==> config.mk <==
export PLATFORM = sky130hd
export DESIGN_NAME = srmfp_regmap
export DESIGN_NICKNAME = d
export VERILOG_FILES = /design/src/srmfp_pkg.sv /design/src/srmfp_regmap.sv
export VERILOG_INCLUDE_DIRS = /design/src /design/src/src
export SDC_FILE = /design/constraint.sdc
export NUM_CORES = 2
export LEC_CHECK = 0
export BUFFER_PORTS_ARGS = -buffer_cell sky130_fd_sc_hd__buf_2
export CAP_MARGIN = 20
export CORE_MARGIN = 2
export CORE_UTILIZATION = 35
export DETAILED_ROUTE_END_ITERATION = 10
export GPL_TIMING_DRIVEN = 0
export PLACE_DENSITY = 0.57
export SKIP_LAST_GASP = 1
export SYNTH_ARGS = -nofsm -noshare
export SYNTH_HDL_FRONTEND = slang
export SYNTH_SLANG_ARGS = --single-unit
==> constraint.sdc <==
create_clock -name pclk -period 13.39 [get_ports pclk]
set_clock_uncertainty 0.05 [all_clocks]
set_input_delay 2.0085 -clock pclk [delete_from_list [all_inputs] [get_ports pclk]]
set_output_delay 2.0085 -clock pclk [all_outputs]
set_load 0.01 [all_outputs]
==> src/srmfp_params.svh <==
// offsets, field positions, reset values and queue sizes of the serial port register map
`ifndef SRMFP_PARAMS_SVH
`define SRMFP_PARAMS_SVH
`define SRMFP_OFS_DATA     12'h000
`define SRMFP_OFS_SIGCTL   12'h004
`define SRMFP_OFS_PKTSZ    12'h008
`define SRMFP_OFS_STATIC   12'h00c
`define SRMFP_OFS_SSTIME   12'h010
`define SRMFP_OFS_CLKCTL   12'h014
`define SRMFP_OFS_HOLE     12'h018
`define SRMFP_OFS_DMA      12'h01c
`define SRMFP_OFS_INTFL    12'h020
`define SRMFP_OFS_INTEN    12'h024
`define SRMFP_OFS_WKFL     12'h028
`define SRMFP_OFS_WKEN     12'h02c
`define SRMFP_OFS_STAT     12'h030
`define SRMFP_RST_WORD     32'h0000_0000
`define SRMFP_TXQ_DEPTH    5'h10
`define SRMFP_RXQ_DEPTH    6'h20
`define SRMFP_EV_TXEMPTY   0
`define SRMFP_EV_RXFULL    1
`define SRMFP_EV_TXOVR     2
`define SRMFP_EV_RXUND     3
`define SRMFP_EV_W         4
`define SRMFP_WK_W         2
`endif

==> src/srmfp_pkg.sv <==
// types shared by the serial port register map
package srmfp_pkg;
	typedef enum logic [1:0] {
		sz_byte = 2'b00,
		sz_half = 2'b01,
		sz_word = 2'b10
	} srmfp_size_e;
	typedef logic [31:0] srmfp_word_t;
endpackage

==> src/srmfp_regmap.sv <==
// apb register map of the serial port with its transmit and receive queues
`timescale 1ns/1ns
`default_nettype none
`include "srmfp_params.svh"

// Notes on behaviour
// every instance keeps its own register set and queues, nothing shared.
// all fields clear on the async reset and on the synchronous soft reset.
// word, halfword and byte data views share offset zero, told apart by width.
// signal control, packet size and static config sit at 0x4, 0x8, 0xc.
// select timing, clock control, dma at 0x10, 0x14, 0x1c; 0x18 unassigned.
// interrupt flags, interrupt enables, wakeup flags at 0x20, 0x24, 0x28.
// wakeup enables at 0x2c and status at 0x30 end the map.
// data port reads pop the receive queue, writes push the transmit queue.
// word view is used with 4 byte transfers; resets to zero.
// halfword view uses 2 byte transfers, data in bits 15:0; the code uses bits 31:16 when paddr[1] is set.
// byte view uses 1 byte transfers, data in bits 7:0; the code uses the byte lane picked by paddr[1:0].
// software must not read an empty queue or write a full one.
// word write pushes two halfwords low first; bytes pair even and odd.
// reads pop one, two or four bytes, least significant byte first.
// the unassigned offset reads zero, ignores writes, touches no queue.
module srmfp_regmap (
	// clock and resets
	input  wire logic        pclk,
	input  wire logic        presetn,
	input  wire logic        soft_reset,
	// apb slave
	input  wire logic        psel,
	input  wire logic        penable,
	input  wire logic        pwrite,
	input  wire logic [11:0] paddr,
	input  wire logic [31:0] pwdata,
	input  wire logic [3:0]  pstrb,
	input  wire logic [1:0]  psize,
	output logic      [31:0] prdata,
	output logic             pready,
	output logic             pslverr,
	// transmit halfwords toward the shifter
	output logic             txl_valid,
	output logic      [15:0] txl_data,
	input  wire logic        txl_ready,
	// receive bytes from the shifter
	input  wire logic        rxl_valid,
	input  wire logic [7:0]  rxl_data,
	output logic             rxl_ready,
	// events
	output logic             irq,
	output logic             wakeup
);
	// apb answer and stored registers
	srmfp_pkg::srmfp_word_t prdata_reg, sigctl_reg, pktsz_reg, static_reg;
	srmfp_pkg::srmfp_word_t sstime_reg, clkctl_reg, dma_reg, inten_reg, wken_reg;
	logic                   pready_reg, pslverr_reg, irq_reg, wake_reg;
	logic [`SRMFP_EV_W-1:0] intfl_reg, intfl_next;
	logic [`SRMFP_WK_W-1:0] wkfl_reg, wkfl_next;
	logic                   txe_prev_reg, rxf_prev_reg;
	// transmit queue of halfwords and its output stage
	logic [15:0]            tx_mem [0:`SRMFP_TXQ_DEPTH-5'h01];
	logic [3:0]             tx_wr_reg, tx_rd_reg;
	logic [4:0]             tx_cnt_reg;
	logic                   txl_valid_reg;
	logic [15:0]            txl_data_reg;
	// byte pairing holds
	logic [7:0]             even_reg, odd_reg;
	logic                   even_vld_reg, odd_vld_reg;
	// receive queue of bytes
	logic [7:0]             rx_mem [0:`SRMFP_RXQ_DEPTH-6'h01];
	logic [4:0]             rx_wr_reg, rx_rd_reg;
	logic [5:0]             rx_cnt_reg;
	logic                   rxl_ready_reg;

	// byte lanes kept from old where the strobe is low
	function automatic srmfp_pkg::srmfp_word_t merge(input srmfp_pkg::srmfp_word_t old_v,
		input srmfp_pkg::srmfp_word_t new_v, input logic [3:0] strb);
		srmfp_pkg::srmfp_word_t r;
		r = old_v;
		for (int i = 0; i < 4; i++) begin
			if (strb[i]) begin
				r[8*i +: 8] = new_v[8*i +: 8];
			end
		end
		return r;
	endfunction

	// byte k places ahead of the receive read pointer
	function automatic logic [7:0] rx_peek(input logic [4:0] k);
		return rx_mem[5'(rx_rd_reg + k)];
	endfunction

	// apb phase decode
	wire        setup   = psel & ~penable;
	wire        done    = psel & penable & pready_reg;
	wire [11:0] waddr   = {paddr[11:2], 2'b00};
	wire        is_data = waddr == `SRMFP_OFS_DATA;
	wire        reg_wr  = done & pwrite;
	wire        data_wr = reg_wr & is_data;
	wire        data_rd = setup & ~pwrite & is_data;
	// width of the access picks the view, all three at one offset
	wire        sz_w    = psize == srmfp_pkg::sz_word;
	wire        sz_h    = psize == srmfp_pkg::sz_half;
	wire        sz_b    = psize == srmfp_pkg::sz_byte;

	// register selects
	wire wr_sigctl = reg_wr & (waddr == `SRMFP_OFS_SIGCTL);
	wire wr_pktsz  = reg_wr & (waddr == `SRMFP_OFS_PKTSZ);
	wire wr_static = reg_wr & (waddr == `SRMFP_OFS_STATIC);
	wire wr_sstime = reg_wr & (waddr == `SRMFP_OFS_SSTIME);
	wire wr_clkctl = reg_wr & (waddr == `SRMFP_OFS_CLKCTL);
	wire wr_dma    = reg_wr & (waddr == `SRMFP_OFS_DMA);
	wire wr_intfl  = reg_wr & (waddr == `SRMFP_OFS_INTFL);
	wire wr_inten  = reg_wr & (waddr == `SRMFP_OFS_INTEN);
	wire wr_wkfl   = reg_wr & (waddr == `SRMFP_OFS_WKFL);
	wire wr_wken   = reg_wr & (waddr == `SRMFP_OFS_WKEN);
	// next enables also feed irq and wakeup, so a mask write moves the outputs at the same edge
	wire [31:0] inten_next = wr_inten ? merge(inten_reg, pwdata, pstrb) : inten_reg;
	wire [31:0] wken_next  = wr_wken ? merge(wken_reg, pwdata, pstrb) : wken_reg;
	// anything past status is an error; the hole at 0x18 is not
	wire unmapped  = waddr > `SRMFP_OFS_STAT;

	// write lanes of the data port
	wire [7:0]  wr_byte  = pwdata[8*paddr[1:0] +: 8];
	wire [15:0] wr_half  = paddr[1] ? pwdata[31:16] : pwdata[15:0];
	wire        even_in  = data_wr & sz_b & ~paddr[0];
	wire        odd_in   = data_wr & sz_b & paddr[0];
	wire        pair_go  = (even_in & odd_vld_reg) | (odd_in & even_vld_reg);
	wire [15:0] pair_w   = even_in ? {odd_reg, wr_byte} : {wr_byte, even_reg};

	// transmit push: a word is two halfwords, low one first
	wire [1:0]  tx_want  = (data_wr & sz_w) ? 2'h2 : ((data_wr & sz_h) | pair_go) ? 2'h1 : 2'h0;
	wire [15:0] tx_w0    = sz_w ? pwdata[15:0] : (sz_h ? wr_half : pair_w);
	wire [15:0] tx_w1    = pwdata[31:16];
	wire        tx_room  = (tx_cnt_reg + {3'h0, tx_want}) <= `SRMFP_TXQ_DEPTH;
	// a push that does not fit is dropped and flagged rather than corrupting the queue
	wire        tx_ovr   = (tx_want != 2'h0) & ~tx_room;
	wire [1:0]  tx_push  = tx_room ? tx_want : 2'h0;
	wire        tx_pop   = (tx_cnt_reg != 5'h00) & (~txl_valid_reg | txl_ready);
	wire [4:0]  tx_cnt_n = 5'(tx_cnt_reg + {3'h0, tx_push} - {4'h0, tx_pop});

	// receive pop: one, two or four bytes by access width
	wire [2:0]  rx_want  = data_rd ? (sz_w ? 3'h4 : (sz_h ? 3'h2 : 3'h1)) : 3'h0;
	wire        rx_ok    = {3'h0, rx_want} <= rx_cnt_reg;
	// a short read pops nothing so the queue stays consistent
	wire        rx_und   = (rx_want != 3'h0) & ~rx_ok;
	wire [2:0]  rx_pop   = rx_ok ? rx_want : 3'h0;
	wire        rx_push  = rxl_valid & rxl_ready_reg;
	wire [5:0]  rx_cnt_n = 6'(rx_cnt_reg + {5'h0, rx_push} - {3'h0, rx_pop});

	// read data of the port: oldest byte in the least significant lane
	wire [31:0] rx_word  = {rx_peek(5'h03), rx_peek(5'h02), rx_peek(5'h01), rx_peek(5'h00)};
	wire [31:0] rd_half  = {16'h0000, rx_word[15:0]} << (16 * paddr[1]);
	wire [31:0] rd_byte  = {24'h00_0000, rx_word[7:0]} << (8 * paddr[1:0]);
	wire [31:0] rd_port  = sz_w ? rx_word : (sz_h ? rd_half : rd_byte);

	// status: tx count 4:0, rx count 13:8, held even 16, held odd 17
	wire [31:0] stat_w   = {14'h0000, odd_vld_reg, even_vld_reg, 2'h0, rx_cnt_reg, 3'h0, tx_cnt_reg};

	// read selection; the hole and unmapped offsets read zero
	wire [31:0] rd_value =
		is_data                         ? rd_port                    :
		waddr == `SRMFP_OFS_SIGCTL      ? sigctl_reg                 :
		waddr == `SRMFP_OFS_PKTSZ       ? pktsz_reg                  :
		waddr == `SRMFP_OFS_STATIC      ? static_reg                 :
		waddr == `SRMFP_OFS_SSTIME      ? sstime_reg                 :
		waddr == `SRMFP_OFS_CLKCTL      ? clkctl_reg                 :
		waddr == `SRMFP_OFS_DMA         ? dma_reg                    :
		waddr == `SRMFP_OFS_INTFL       ? {28'h0, intfl_reg}         :
		waddr == `SRMFP_OFS_INTEN       ? inten_reg                  :
		waddr == `SRMFP_OFS_WKFL        ? {30'h0, wkfl_reg}          :
		waddr == `SRMFP_OFS_WKEN        ? wken_reg                   :
		waddr == `SRMFP_OFS_STAT        ? stat_w                     :
		`SRMFP_RST_WORD;

	// event sources: empty and full fire once on entry, errors fire per access
	wire txe_now = (tx_cnt_reg == 5'h00) & ~txl_valid_reg;
	wire rxf_now = rx_cnt_reg == `SRMFP_RXQ_DEPTH;
	wire [`SRMFP_EV_W-1:0] ev_set = {rx_und, tx_ovr, rxf_now & ~rxf_prev_reg, txe_now & ~txe_prev_reg};

	// write one to clear; a set in the same cycle wins over the clear
	always_comb begin
		intfl_next = intfl_reg;
		if (wr_intfl & pstrb[0]) begin
			intfl_next = intfl_reg & ~pwdata[`SRMFP_EV_W-1:0];
		end
		intfl_next = intfl_next | ev_set;
		wkfl_next = wkfl_reg;
		if (wr_wkfl & pstrb[0]) begin
			wkfl_next = wkfl_reg & ~pwdata[`SRMFP_WK_W-1:0];
		end
		wkfl_next = wkfl_next | ev_set[`SRMFP_WK_W-1:0];
	end

	// apb answer: data is taken at setup so pready comes in the first access cycle
	always_ff @(posedge pclk or negedge presetn) begin
		if (!presetn) begin
			pready_reg  <= 1'b0;
			pslverr_reg <= 1'b0;
			prdata_reg  <= `SRMFP_RST_WORD;
		end else begin
			pready_reg  <= setup;
			pslverr_reg <= setup & unmapped;
			prdata_reg  <= (setup & ~pwrite) ? rd_value : `SRMFP_RST_WORD;
		end
	end

	// stored registers; each instance has its own copy
	always_ff @(posedge pclk or negedge presetn) begin
		if (!presetn) begin
			sigctl_reg <= `SRMFP_RST_WORD;
			pktsz_reg  <= `SRMFP_RST_WORD;
			static_reg <= `SRMFP_RST_WORD;
			sstime_reg <= `SRMFP_RST_WORD;
			clkctl_reg <= `SRMFP_RST_WORD;
			dma_reg    <= `SRMFP_RST_WORD;
			inten_reg  <= `SRMFP_RST_WORD;
			wken_reg   <= `SRMFP_RST_WORD;
		end else if (soft_reset) begin
			sigctl_reg <= `SRMFP_RST_WORD;
			pktsz_reg  <= `SRMFP_RST_WORD;
			static_reg <= `SRMFP_RST_WORD;
			sstime_reg <= `SRMFP_RST_WORD;
			clkctl_reg <= `SRMFP_RST_WORD;
			dma_reg    <= `SRMFP_RST_WORD;
			inten_reg  <= `SRMFP_RST_WORD;
			wken_reg   <= `SRMFP_RST_WORD;
		end else begin
			sigctl_reg <= wr_sigctl ? merge(sigctl_reg, pwdata, pstrb) : sigctl_reg;
			pktsz_reg  <= wr_pktsz  ? merge(pktsz_reg, pwdata, pstrb)  : pktsz_reg;
			static_reg <= wr_static ? merge(static_reg, pwdata, pstrb) : static_reg;
			sstime_reg <= wr_sstime ? merge(sstime_reg, pwdata, pstrb) : sstime_reg;
			clkctl_reg <= wr_clkctl ? merge(clkctl_reg, pwdata, pstrb) : clkctl_reg;
			dma_reg    <= wr_dma    ? merge(dma_reg, pwdata, pstrb)    : dma_reg;
			inten_reg  <= inten_next;
			wken_reg   <= wken_next;
		end
	end

	// flags and the two level outputs
	always_ff @(posedge pclk or negedge presetn) begin
		if (!presetn) begin
			intfl_reg    <= '0;
			wkfl_reg     <= '0;
			txe_prev_reg <= 1'b0;
			rxf_prev_reg <= 1'b0;
			irq_reg      <= 1'b0;
			wake_reg     <= 1'b0;
		end else if (soft_reset) begin
			intfl_reg    <= '0;
			wkfl_reg     <= '0;
			txe_prev_reg <= 1'b0;
			rxf_prev_reg <= 1'b0;
			irq_reg      <= 1'b0;
			wake_reg     <= 1'b0;
		end else begin
			intfl_reg    <= intfl_next;
			wkfl_reg     <= wkfl_next;
			txe_prev_reg <= txe_now;
			rxf_prev_reg <= rxf_now;
			irq_reg      <= |(intfl_next & inten_next[`SRMFP_EV_W-1:0]);
			wake_reg     <= |(wkfl_next & wken_next[`SRMFP_WK_W-1:0]);
		end
	end

	// even and odd byte holds; a lone byte waits for its partner
	always_ff @(posedge pclk or negedge presetn) begin
		if (!presetn) begin
			even_vld_reg <= 1'b0;
			odd_vld_reg  <= 1'b0;
			even_reg     <= 8'h00;
			odd_reg      <= 8'h00;
		end else if (soft_reset) begin
			even_vld_reg <= 1'b0;
			odd_vld_reg  <= 1'b0;
			even_reg     <= 8'h00;
			odd_reg      <= 8'h00;
		end else begin
			even_vld_reg <= pair_go ? 1'b0 : (even_in | even_vld_reg);
			odd_vld_reg  <= pair_go ? 1'b0 : (odd_in | odd_vld_reg);
			even_reg     <= even_in ? wr_byte : even_reg;
			odd_reg      <= odd_in ? wr_byte : odd_reg;
		end
	end

	// transmit queue pointers; queue contents need no reset
	always_ff @(posedge pclk or negedge presetn) begin
		if (!presetn) begin
			tx_wr_reg  <= 4'h0;
			tx_rd_reg  <= 4'h0;
			tx_cnt_reg <= 5'h00;
		end else if (soft_reset) begin
			tx_wr_reg  <= 4'h0;
			tx_rd_reg  <= 4'h0;
			tx_cnt_reg <= 5'h00;
		end else begin
			tx_wr_reg  <= 4'(tx_wr_reg + {2'h0, tx_push});
			tx_rd_reg  <= 4'(tx_rd_reg + {3'h0, tx_pop});
			tx_cnt_reg <= tx_cnt_n;
		end
	end

	// transmit storage, lower halfword in the older slot
	always_ff @(posedge pclk) begin
		if (tx_push != 2'h0) begin
			tx_mem[tx_wr_reg] <= tx_w0;
		end
		if (tx_push == 2'h2) begin
			tx_mem[4'(tx_wr_reg + 4'h1)] <= tx_w1;
		end
	end

	// output stage keeps the link data straight from a flop
	always_ff @(posedge pclk or negedge presetn) begin
		if (!presetn) begin
			txl_valid_reg <= 1'b0;
			txl_data_reg  <= 16'h0000;
		end else if (soft_reset) begin
			txl_valid_reg <= 1'b0;
			txl_data_reg  <= 16'h0000;
		end else if (tx_pop) begin
			txl_valid_reg <= 1'b1;
			txl_data_reg  <= tx_mem[tx_rd_reg];
		end else if (txl_ready) begin
			txl_valid_reg <= 1'b0;
		end
	end

	// receive queue pointers and the registered ready toward the shifter
	always_ff @(posedge pclk or negedge presetn) begin
		if (!presetn) begin
			rx_wr_reg     <= 5'h00;
			rx_rd_reg     <= 5'h00;
			rx_cnt_reg    <= 6'h00;
			rxl_ready_reg <= 1'b0;
		end else if (soft_reset) begin
			rx_wr_reg     <= 5'h00;
			rx_rd_reg     <= 5'h00;
			rx_cnt_reg    <= 6'h00;
			rxl_ready_reg <= 1'b0;
		end else begin
			rx_wr_reg     <= 5'(rx_wr_reg + {4'h0, rx_push});
			rx_rd_reg     <= 5'(rx_rd_reg + {2'h0, rx_pop});
			rx_cnt_reg    <= rx_cnt_n;
			rxl_ready_reg <= rx_cnt_n < `SRMFP_RXQ_DEPTH;
		end
	end

	// receive storage
	always_ff @(posedge pclk) begin
		if (rx_push) begin
			rx_mem[rx_wr_reg] <= rxl_data;
		end
	end

	// outputs
	assign prdata    = prdata_reg;
	assign pready    = pready_reg;
	assign pslverr   = pslverr_reg;
	assign txl_valid = txl_valid_reg;
	assign txl_data  = txl_data_reg;
	assign rxl_ready = rxl_ready_reg;
	assign irq       = irq_reg;
	assign wakeup    = wake_reg;

	// checks
	apb_answer_a: assert property (@(posedge pclk) disable iff (!presetn)
		setup |=> pready_reg ##1 !pready_reg)
		else $error("apb answer not exactly one access cycle");
	word_push_a: assert property (@(posedge pclk) disable iff (!presetn)
		(data_wr & sz_w & tx_room & !soft_reset) |=>
		tx_cnt_reg == 5'($past(tx_cnt_reg) + 5'h02 - {4'h0, $past(tx_pop)}))
		else $error("word write did not queue two halfwords");
	byte_hold_a: assert property (@(posedge pclk) disable iff (!presetn)
		(even_in & !odd_vld_reg & !soft_reset) |=>
		even_vld_reg && tx_cnt_reg == 5'($past(tx_cnt_reg) - {4'h0, $past(tx_pop)}))
		else $error("lone byte was queued");
	rx_pop_a: assert property (@(posedge pclk) disable iff (!presetn)
		(data_rd & sz_w & rx_ok & !soft_reset) |=>
		rx_cnt_reg == 6'($past(rx_cnt_reg) - 6'h04 + {5'h0, $past(rx_push)}))
		else $error("word read did not pop four bytes");
	read_order_a: assert property (@(posedge pclk) disable iff (!presetn)
		(data_rd & sz_b & paddr[1:0] == 2'h0) |=> prdata_reg[7:0] == $past(rx_mem[rx_rd_reg]))
		else $error("byte read not taken from queue head");
	hole_quiet_a: assert property (@(posedge pclk) disable iff (!presetn)
		(setup & waddr == `SRMFP_OFS_HOLE) |=> prdata_reg == `SRMFP_RST_WORD && !pslverr_reg)
		else $error("unassigned offset answered");
	soft_clear_a: assert property (@(posedge pclk) disable iff (!presetn)
		soft_reset |=> tx_cnt_reg == 5'h00 && rx_cnt_reg == 6'h00 && intfl_reg == '0 && inten_reg == '0)
		else $error("soft reset left state behind");
	flag_sticky_a: assert property (@(posedge pclk) disable iff (!presetn)
		(!wr_intfl & !soft_reset) |=> (($past(intfl_reg) & ~intfl_reg) == '0))
		else $error("interrupt flag dropped without a clear");
	irq_level_a: assert property (@(posedge pclk) disable iff (!presetn)
		irq_reg == |(intfl_reg & inten_reg[`SRMFP_EV_W-1:0]))
		else $error("interrupt output disagrees with flags");
	cfg_write_a: assert property (@(posedge pclk) disable iff (!presetn)
		(wr_static & pstrb == 4'hf & !soft_reset) |=> static_reg == $past(pwdata))
		else $error("static config write lost");
endmodule
`default_nettype wire

==> results.md <==
| Result | Value | Unit |
|:---|:---|:---|
| Status | finished clean | - |
| Die area | 137000 | um^2 |
| Syn. warnings | 0 | - |
| Number of buffer cells added on primary ports | 102 | - |
| Setup TNS after final layout | 0 | ns |
| Fraction of the core area covered by cells at the end of the flow | 40.47 | % |
| Arrival time of data at the critical path endpoint | 8.40 | ns |
| RePlAce Congestion | 1.009 | - |
| Reg-to-Reg Start | rx_rd_reg[1] | - |
| Worst Reg-to-Reg Cells | 13 | - |
| Vias in the first global route | 36230 | - |
| Top cell by count, worst path | sky130_fd_sc_hd__inv_1 | - |
| R2r endpoint | prdata[28] | - |
| Pleak | 18.76 | nW |
| Post-synthesis area per instance | 11.80 | um^2 |
| Slew headroom | 12.75 | % |
| Cells after Synth | 3977 | - |
| Sw Share | 27.55 | % |
| Highest Clock Rate | 127.7 | MHz |
| Final hold viol count | 0 | - |
| Area of the core | 133300 | um^2 |
| Number of buffers added by the clock tree synthesis step | 97 | - |
| Root Driver | sky130_fd_sc_hd__clkbuf_16 | - |
| Routed WL per cell | 31.47 | um |
| Proportion of power drawn by combinational gates | 14.7 | % |
| Kind of end point of the critical path | flop | - |
| Final critical-path share of the clock period | 58.46 | % |
| Category of the critical setup timing path | in2reg | - |
| Final min period | 7.828 | ns |
| Largest voltage drop on the vdd net | 0.00009832 | V |
| Count of filler cells inserted in the layout | 12570 | - |
| Total global routing track utilization | 27.73 | % |
| Area of combinational cells with multiple inputs | 20990 | um^2 |
| Congestion Overflow GR | 0 | - |
| Drt first-iter violations | 6109 | - |
| R2R setup slack | 5.63 | ns |
| Clk_lat worst skew | 0.73 | ns |
| Hold path startpoint | txl_valid | - |
| Main flop type after synthesis | sky130_fd_sc_hd__edfxtp_1 | - |
| Met2 GRT Util | 42.67 | % |
| Cell area after synthesis | 46920 | um^2 |
| Peak-usage layer in the global routing report | met2 | - |
| Htree depth | 3 | - |
| Total Nets Final | 4367 | - |
| Power share of the clock group | 40.0 | % |
| Buf+Inv Stages, Crit Path | 7 | - |
| Sequential standard cell area | 24510 | um^2 |
| Die Height | 370.1 | um |
| Standard-cell row count | 134 | - |
| Worst path required time | 13.97 | ns |
| Share of total power in sequential cells | 45.3 | % |
| Crit. Startpoint | paddr[9] | - |
| Cell type of the slowest stage on the worst timing path | sky130_fd_sc_hd__nor4_4 | - |
| Number of flops mapped to enable cells by yosys | 512 | - |
| HPWL after detailed placement | 143200 | um |
| Clock sink total | 877 | - |
| Max FO, Critical Path | 8 | - |
| Worst Tran Pin Value | 1.309 | ns |
| Pin count of the biggest net entering global routing | 97 | - |
| Register clock-pin slew on the reported worst setup and hold paths | 0.06 | ns |
| Pwr per Cell Area | 123.5 | nW/um^2 |
| Total Routed Length | 192300 | um |
| DRC violation count after routing | 0 | - |
| Via count normalized by instance count | 6.239 | - |
| Final setup violating endpoints | 0 | - |
| HP Class | reg2reg | - |
| Crit-path max cell delay | 0.80 | ns |
| Final Max Tran Viols | 0 | - |
| List of cells traversed by the critical path | buf_2 -> or4_1 -> buf_2 -> nor4_4 -> nand2_1 -> a211oi_1 -> ha_1 -> inv_1 -> fa_1 -> nand2b_1 -> o311ai_0 -> o21ai_0 -> nor2b_1 -> inv_1 -> ha_1 -> inv_1 -> ha_1 -> inv_1 -> fa_1 -> inv_1 -> a21oi_1 -> nor2_1 -> or3_1 -> a21oi_1 | - |
| X dimension of the die | 370.1 | um |
| Hold-fix buffer count after cts | 0 | - |
| Total net switching power | 1.835 | mW |
| Largest regs | rx_mem (256), tx_mem (256) | - |
| CTS resizes | 0 | - |
| Internal Dissipation | 4.826 | mW |
| Cell class contributing the biggest share of worst-path delay | simple AND/OR/NAND/NOR gates | - |
| Number of synthesized register bits | 877 | - |
| Launching element type of the critical path | input pin | - |
| Fraction of met1 tracks used by global routing | 35.49 | % |
| Wire length of the first global-routing pass | 270700 | um |
| Max cap viols | 0 | - |
| Routed Antenna Nets | 0 | - |
| Via count | 38120 | - |
| Worst Hold Endpoint | txe_prev_reg | - |
| Unrepaired setup endpoints after global routing | false | - |
| Fraction of the yosys area taken by sequential cells | 52.24 | % |
| Count of different cell masters after synthesis | 75 | - |
| Clock tree from TritonCTS | built | - |
| Share of post-route cells with drive strength above 1 | 19.21 | % |
| Clk buf depth | 3 | - |
| Synth-to-Final Area Change | 14.96 | % |
| FFs w/ async S/R, synth | 41.62 | % |
| I/O pin cnt | 120 | - |
| Total setup buffers inserted after CTS | 0 | - |
| Drt pass-1 iters | 9 | - |
| Number of antenna violations at the first check in global routing | 15 | - |
| Cells on Worst Hold Path | 1 | - |
| Number of nets in the synthesized netlist | 4088 | - |
| Starting density of the core | 35.20 | % |
| Global-route track usage on met3 | 7.593 | % |
## synthesized netlist by cell type (4+ instances only)
library cell / number / area, um^2
sky130_fd_sc_hd__o211ai_1: 14 / 105.1
sky130_fd_sc_hd__a211oi_1: 31 / 232.7
sky130_fd_sc_hd__o221ai_1: 11 / 96.34
sky130_fd_sc_hd__dfrtp_1: 365 / 9134
sky130_fd_sc_hd__a2bb2oi_1: 6 / 52.55
sky130_fd_sc_hd__nor2b_1: 37 / 231.5
sky130_fd_sc_hd__a31oi_1: 12 / 75.07
sky130_fd_sc_hd__nor3_2: 17 / 170.2
sky130_fd_sc_hd__nor3_1: 30 / 150.1
sky130_fd_sc_hd__o22ai_1: 31 / 193.9
sky130_fd_sc_hd__nor2_1: 336 / 1261
sky130_fd_sc_hd__ha_1: 40 / 500.5
sky130_fd_sc_hd__clkbuf_1: 230 / 863.3
sky130_fd_sc_hd__nor4_1: 5 / 31.28
sky130_fd_sc_hd__buf_2: 58 / 290.3
sky130_fd_sc_hd__xor2_1: 13 / 113.9
sky130_fd_sc_hd__mux4_2: 360 / 8108
sky130_fd_sc_hd__o21ai_0: 357 / 1787
sky130_fd_sc_hd__nand3b_1: 7 / 52.55
sky130_fd_sc_hd__xnor2_1: 14 / 122.6
sky130_fd_sc_hd__a22oi_1: 29 / 217.7
sky130_fd_sc_hd__buf_1: 49 / 183.9
sky130_fd_sc_hd__and3_1: 8 / 50.05
sky130_fd_sc_hd__or2_2: 10 / 62.56
sky130_fd_sc_hd__or3_1: 25 / 156.4
sky130_fd_sc_hd__inv_1: 42 / 157.7
sky130_fd_sc_hd__a21o_1: 7 / 52.55
sky130_fd_sc_hd__mux2_2: 15 / 168.9
sky130_fd_sc_hd__a21oi_1: 376 / 1882
sky130_fd_sc_hd__nand2b_1: 17 / 106.4
sky130_fd_sc_hd__nand4_1: 7 / 43.79
sky130_fd_sc_hd__a22o_1: 8 / 70.07
sky130_fd_sc_hd__a2111oi_0: 4 / 35.03
sky130_fd_sc_hd__a32oi_1: 9 / 78.83
sky130_fd_sc_hd__nand2_1: 621 / 2331
sky130_fd_sc_hd__a221oi_1: 24 / 210.2
sky130_fd_sc_hd__mux2i_1: 123 / 1231
sky130_fd_sc_hd__a222oi_1: 12 / 120.1
sky130_fd_sc_hd__nand3_1: 34 / 170.2
sky130_fd_sc_hd__edfxtp_1: 512 / 15370
sky130_fd_sc_hd__and2_1: 13 / 81.33
sky130_fd_sc_hd__fa_1: 5 / 100.1
sky130_fd_sc_hd__o21a_1: 5 / 37.54
## final cells by class
cell class / instances / share of cell area, %
timing repair buffer: 180 / 2.967
multi-input combinational: 2713 / 38.91
sequential: 877 / 45.44
antenna: 5 / 0.02320
clock buffer: 123 / 4.832
inverter: 46 / 0.3201
clock inverter: 56 / 0.8676
buffer: 341 / 2.545
tap: 1768 / 4.101
## power by group through the flow
stage,clock network (mW),registers [mW],logic [mW]
4_1_cts,2.68,3.01,0.974
2_1_floorplan,0,3.06,0.573
3_5_place_dp,0,3.07,0.971
5_1_grt,2.78,3.02,1.05
6_report,2.66,3.02,0.982
3_3_place_gp,0,3.07,0.927
## worst max-delay path by stage
stage | to | slack, ns | cells past startpoint
2_1_floorplan | tx_mem[12][0] | 6.34 | 14
3_3_place_gp | prdata[26] | 2.40 | 1
3_5_place_dp | tx_cnt_reg[4] | 4.73 | 24
4_1_cts | tx_cnt_reg[4] | 5.49 | 24
5_1_grt | tx_cnt_reg[4] | 5.25 | 24
6_report | tx_cnt_reg[4] | 5.56 | 24
## kinds of logic after synthesis
family | after synthesis | synth area share, %
xor gates and xnor gates | 27 | 0.5040
adders and majority gates | 45 | 1.280
AOI/OAI and AO/OA | 966 | 11.77
DFF | 877 | 52.24
buffers and inverters | 387 | 3.291
and+or+nand+nor | 1177 | 10.65
muxes | 498 | 20.27
## worst reg2reg max path: stages, from the launching register on
cell and delay (ns):
sky130_fd_sc_hd__dfrtp_1 0.58, sky130_fd_sc_hd__buf_1 0.63, sky130_fd_sc_hd__clkbuf_1 0.67, sky130_fd_sc_hd__buf_1 0.75
sky130_fd_sc_hd__inv_1 0.20, sky130_fd_sc_hd__ha_1 0.27, sky130_fd_sc_hd__xnor2_1 0.63, sky130_fd_sc_hd__clkbuf_1 0.70
sky130_fd_sc_hd__clkbuf_1 0.75, sky130_fd_sc_hd__clkbuf_1 0.91, sky130_fd_sc_hd__mux2i_1 0.25, sky130_fd_sc_hd__a211oi_1 0.84
sky130_fd_sc_hd__o21ai_0 0.29, sky130_fd_sc_hd__nand3_1 0.19
## metal layers
metal / vias up / part of all wire (%)
met3: 612 / 12
li1: 15530 / -
met1: 19150 / 36
met2: 2818 / 45
met5: - / 0.031
met4: 10 / 6.6
## cells in the final DEF (no fill, tap or decap), types with 98 or more instances in the layout
master	n
sky130_fd_sc_hd__buf_2	160
sky130_fd_sc_hd__nor2_1	330
sky130_fd_sc_hd__edfxtp_1	512
sky130_fd_sc_hd__mux2i_1	123
sky130_fd_sc_hd__clkbuf_16	98
sky130_fd_sc_hd__dfrtp_1	365
sky130_fd_sc_hd__mux4_2	360
sky130_fd_sc_hd__clkbuf_1	249
sky130_fd_sc_hd__o21ai_0	341
sky130_fd_sc_hd__a21oi_1	376
sky130_fd_sc_hd__nand2_1	621
## metrics by stage
stage	hold WS [ns]	total power [mW]	setup WS, ns	area [um^2]	instances
finish	0.4243	6.661	5.562	53940	6109
global route	0.4480	6.856	5.250	53930	6104
CTS	0.4285	6.667	5.487	53870	6098
detailed placement	0.4156	4.039	4.725	50800	5919
global placement	0.4065	3.993	2.398	49640	5847
floorplan	0.3934	3.628	6.337	46920	3977
(Power assumes the default switching activity.)
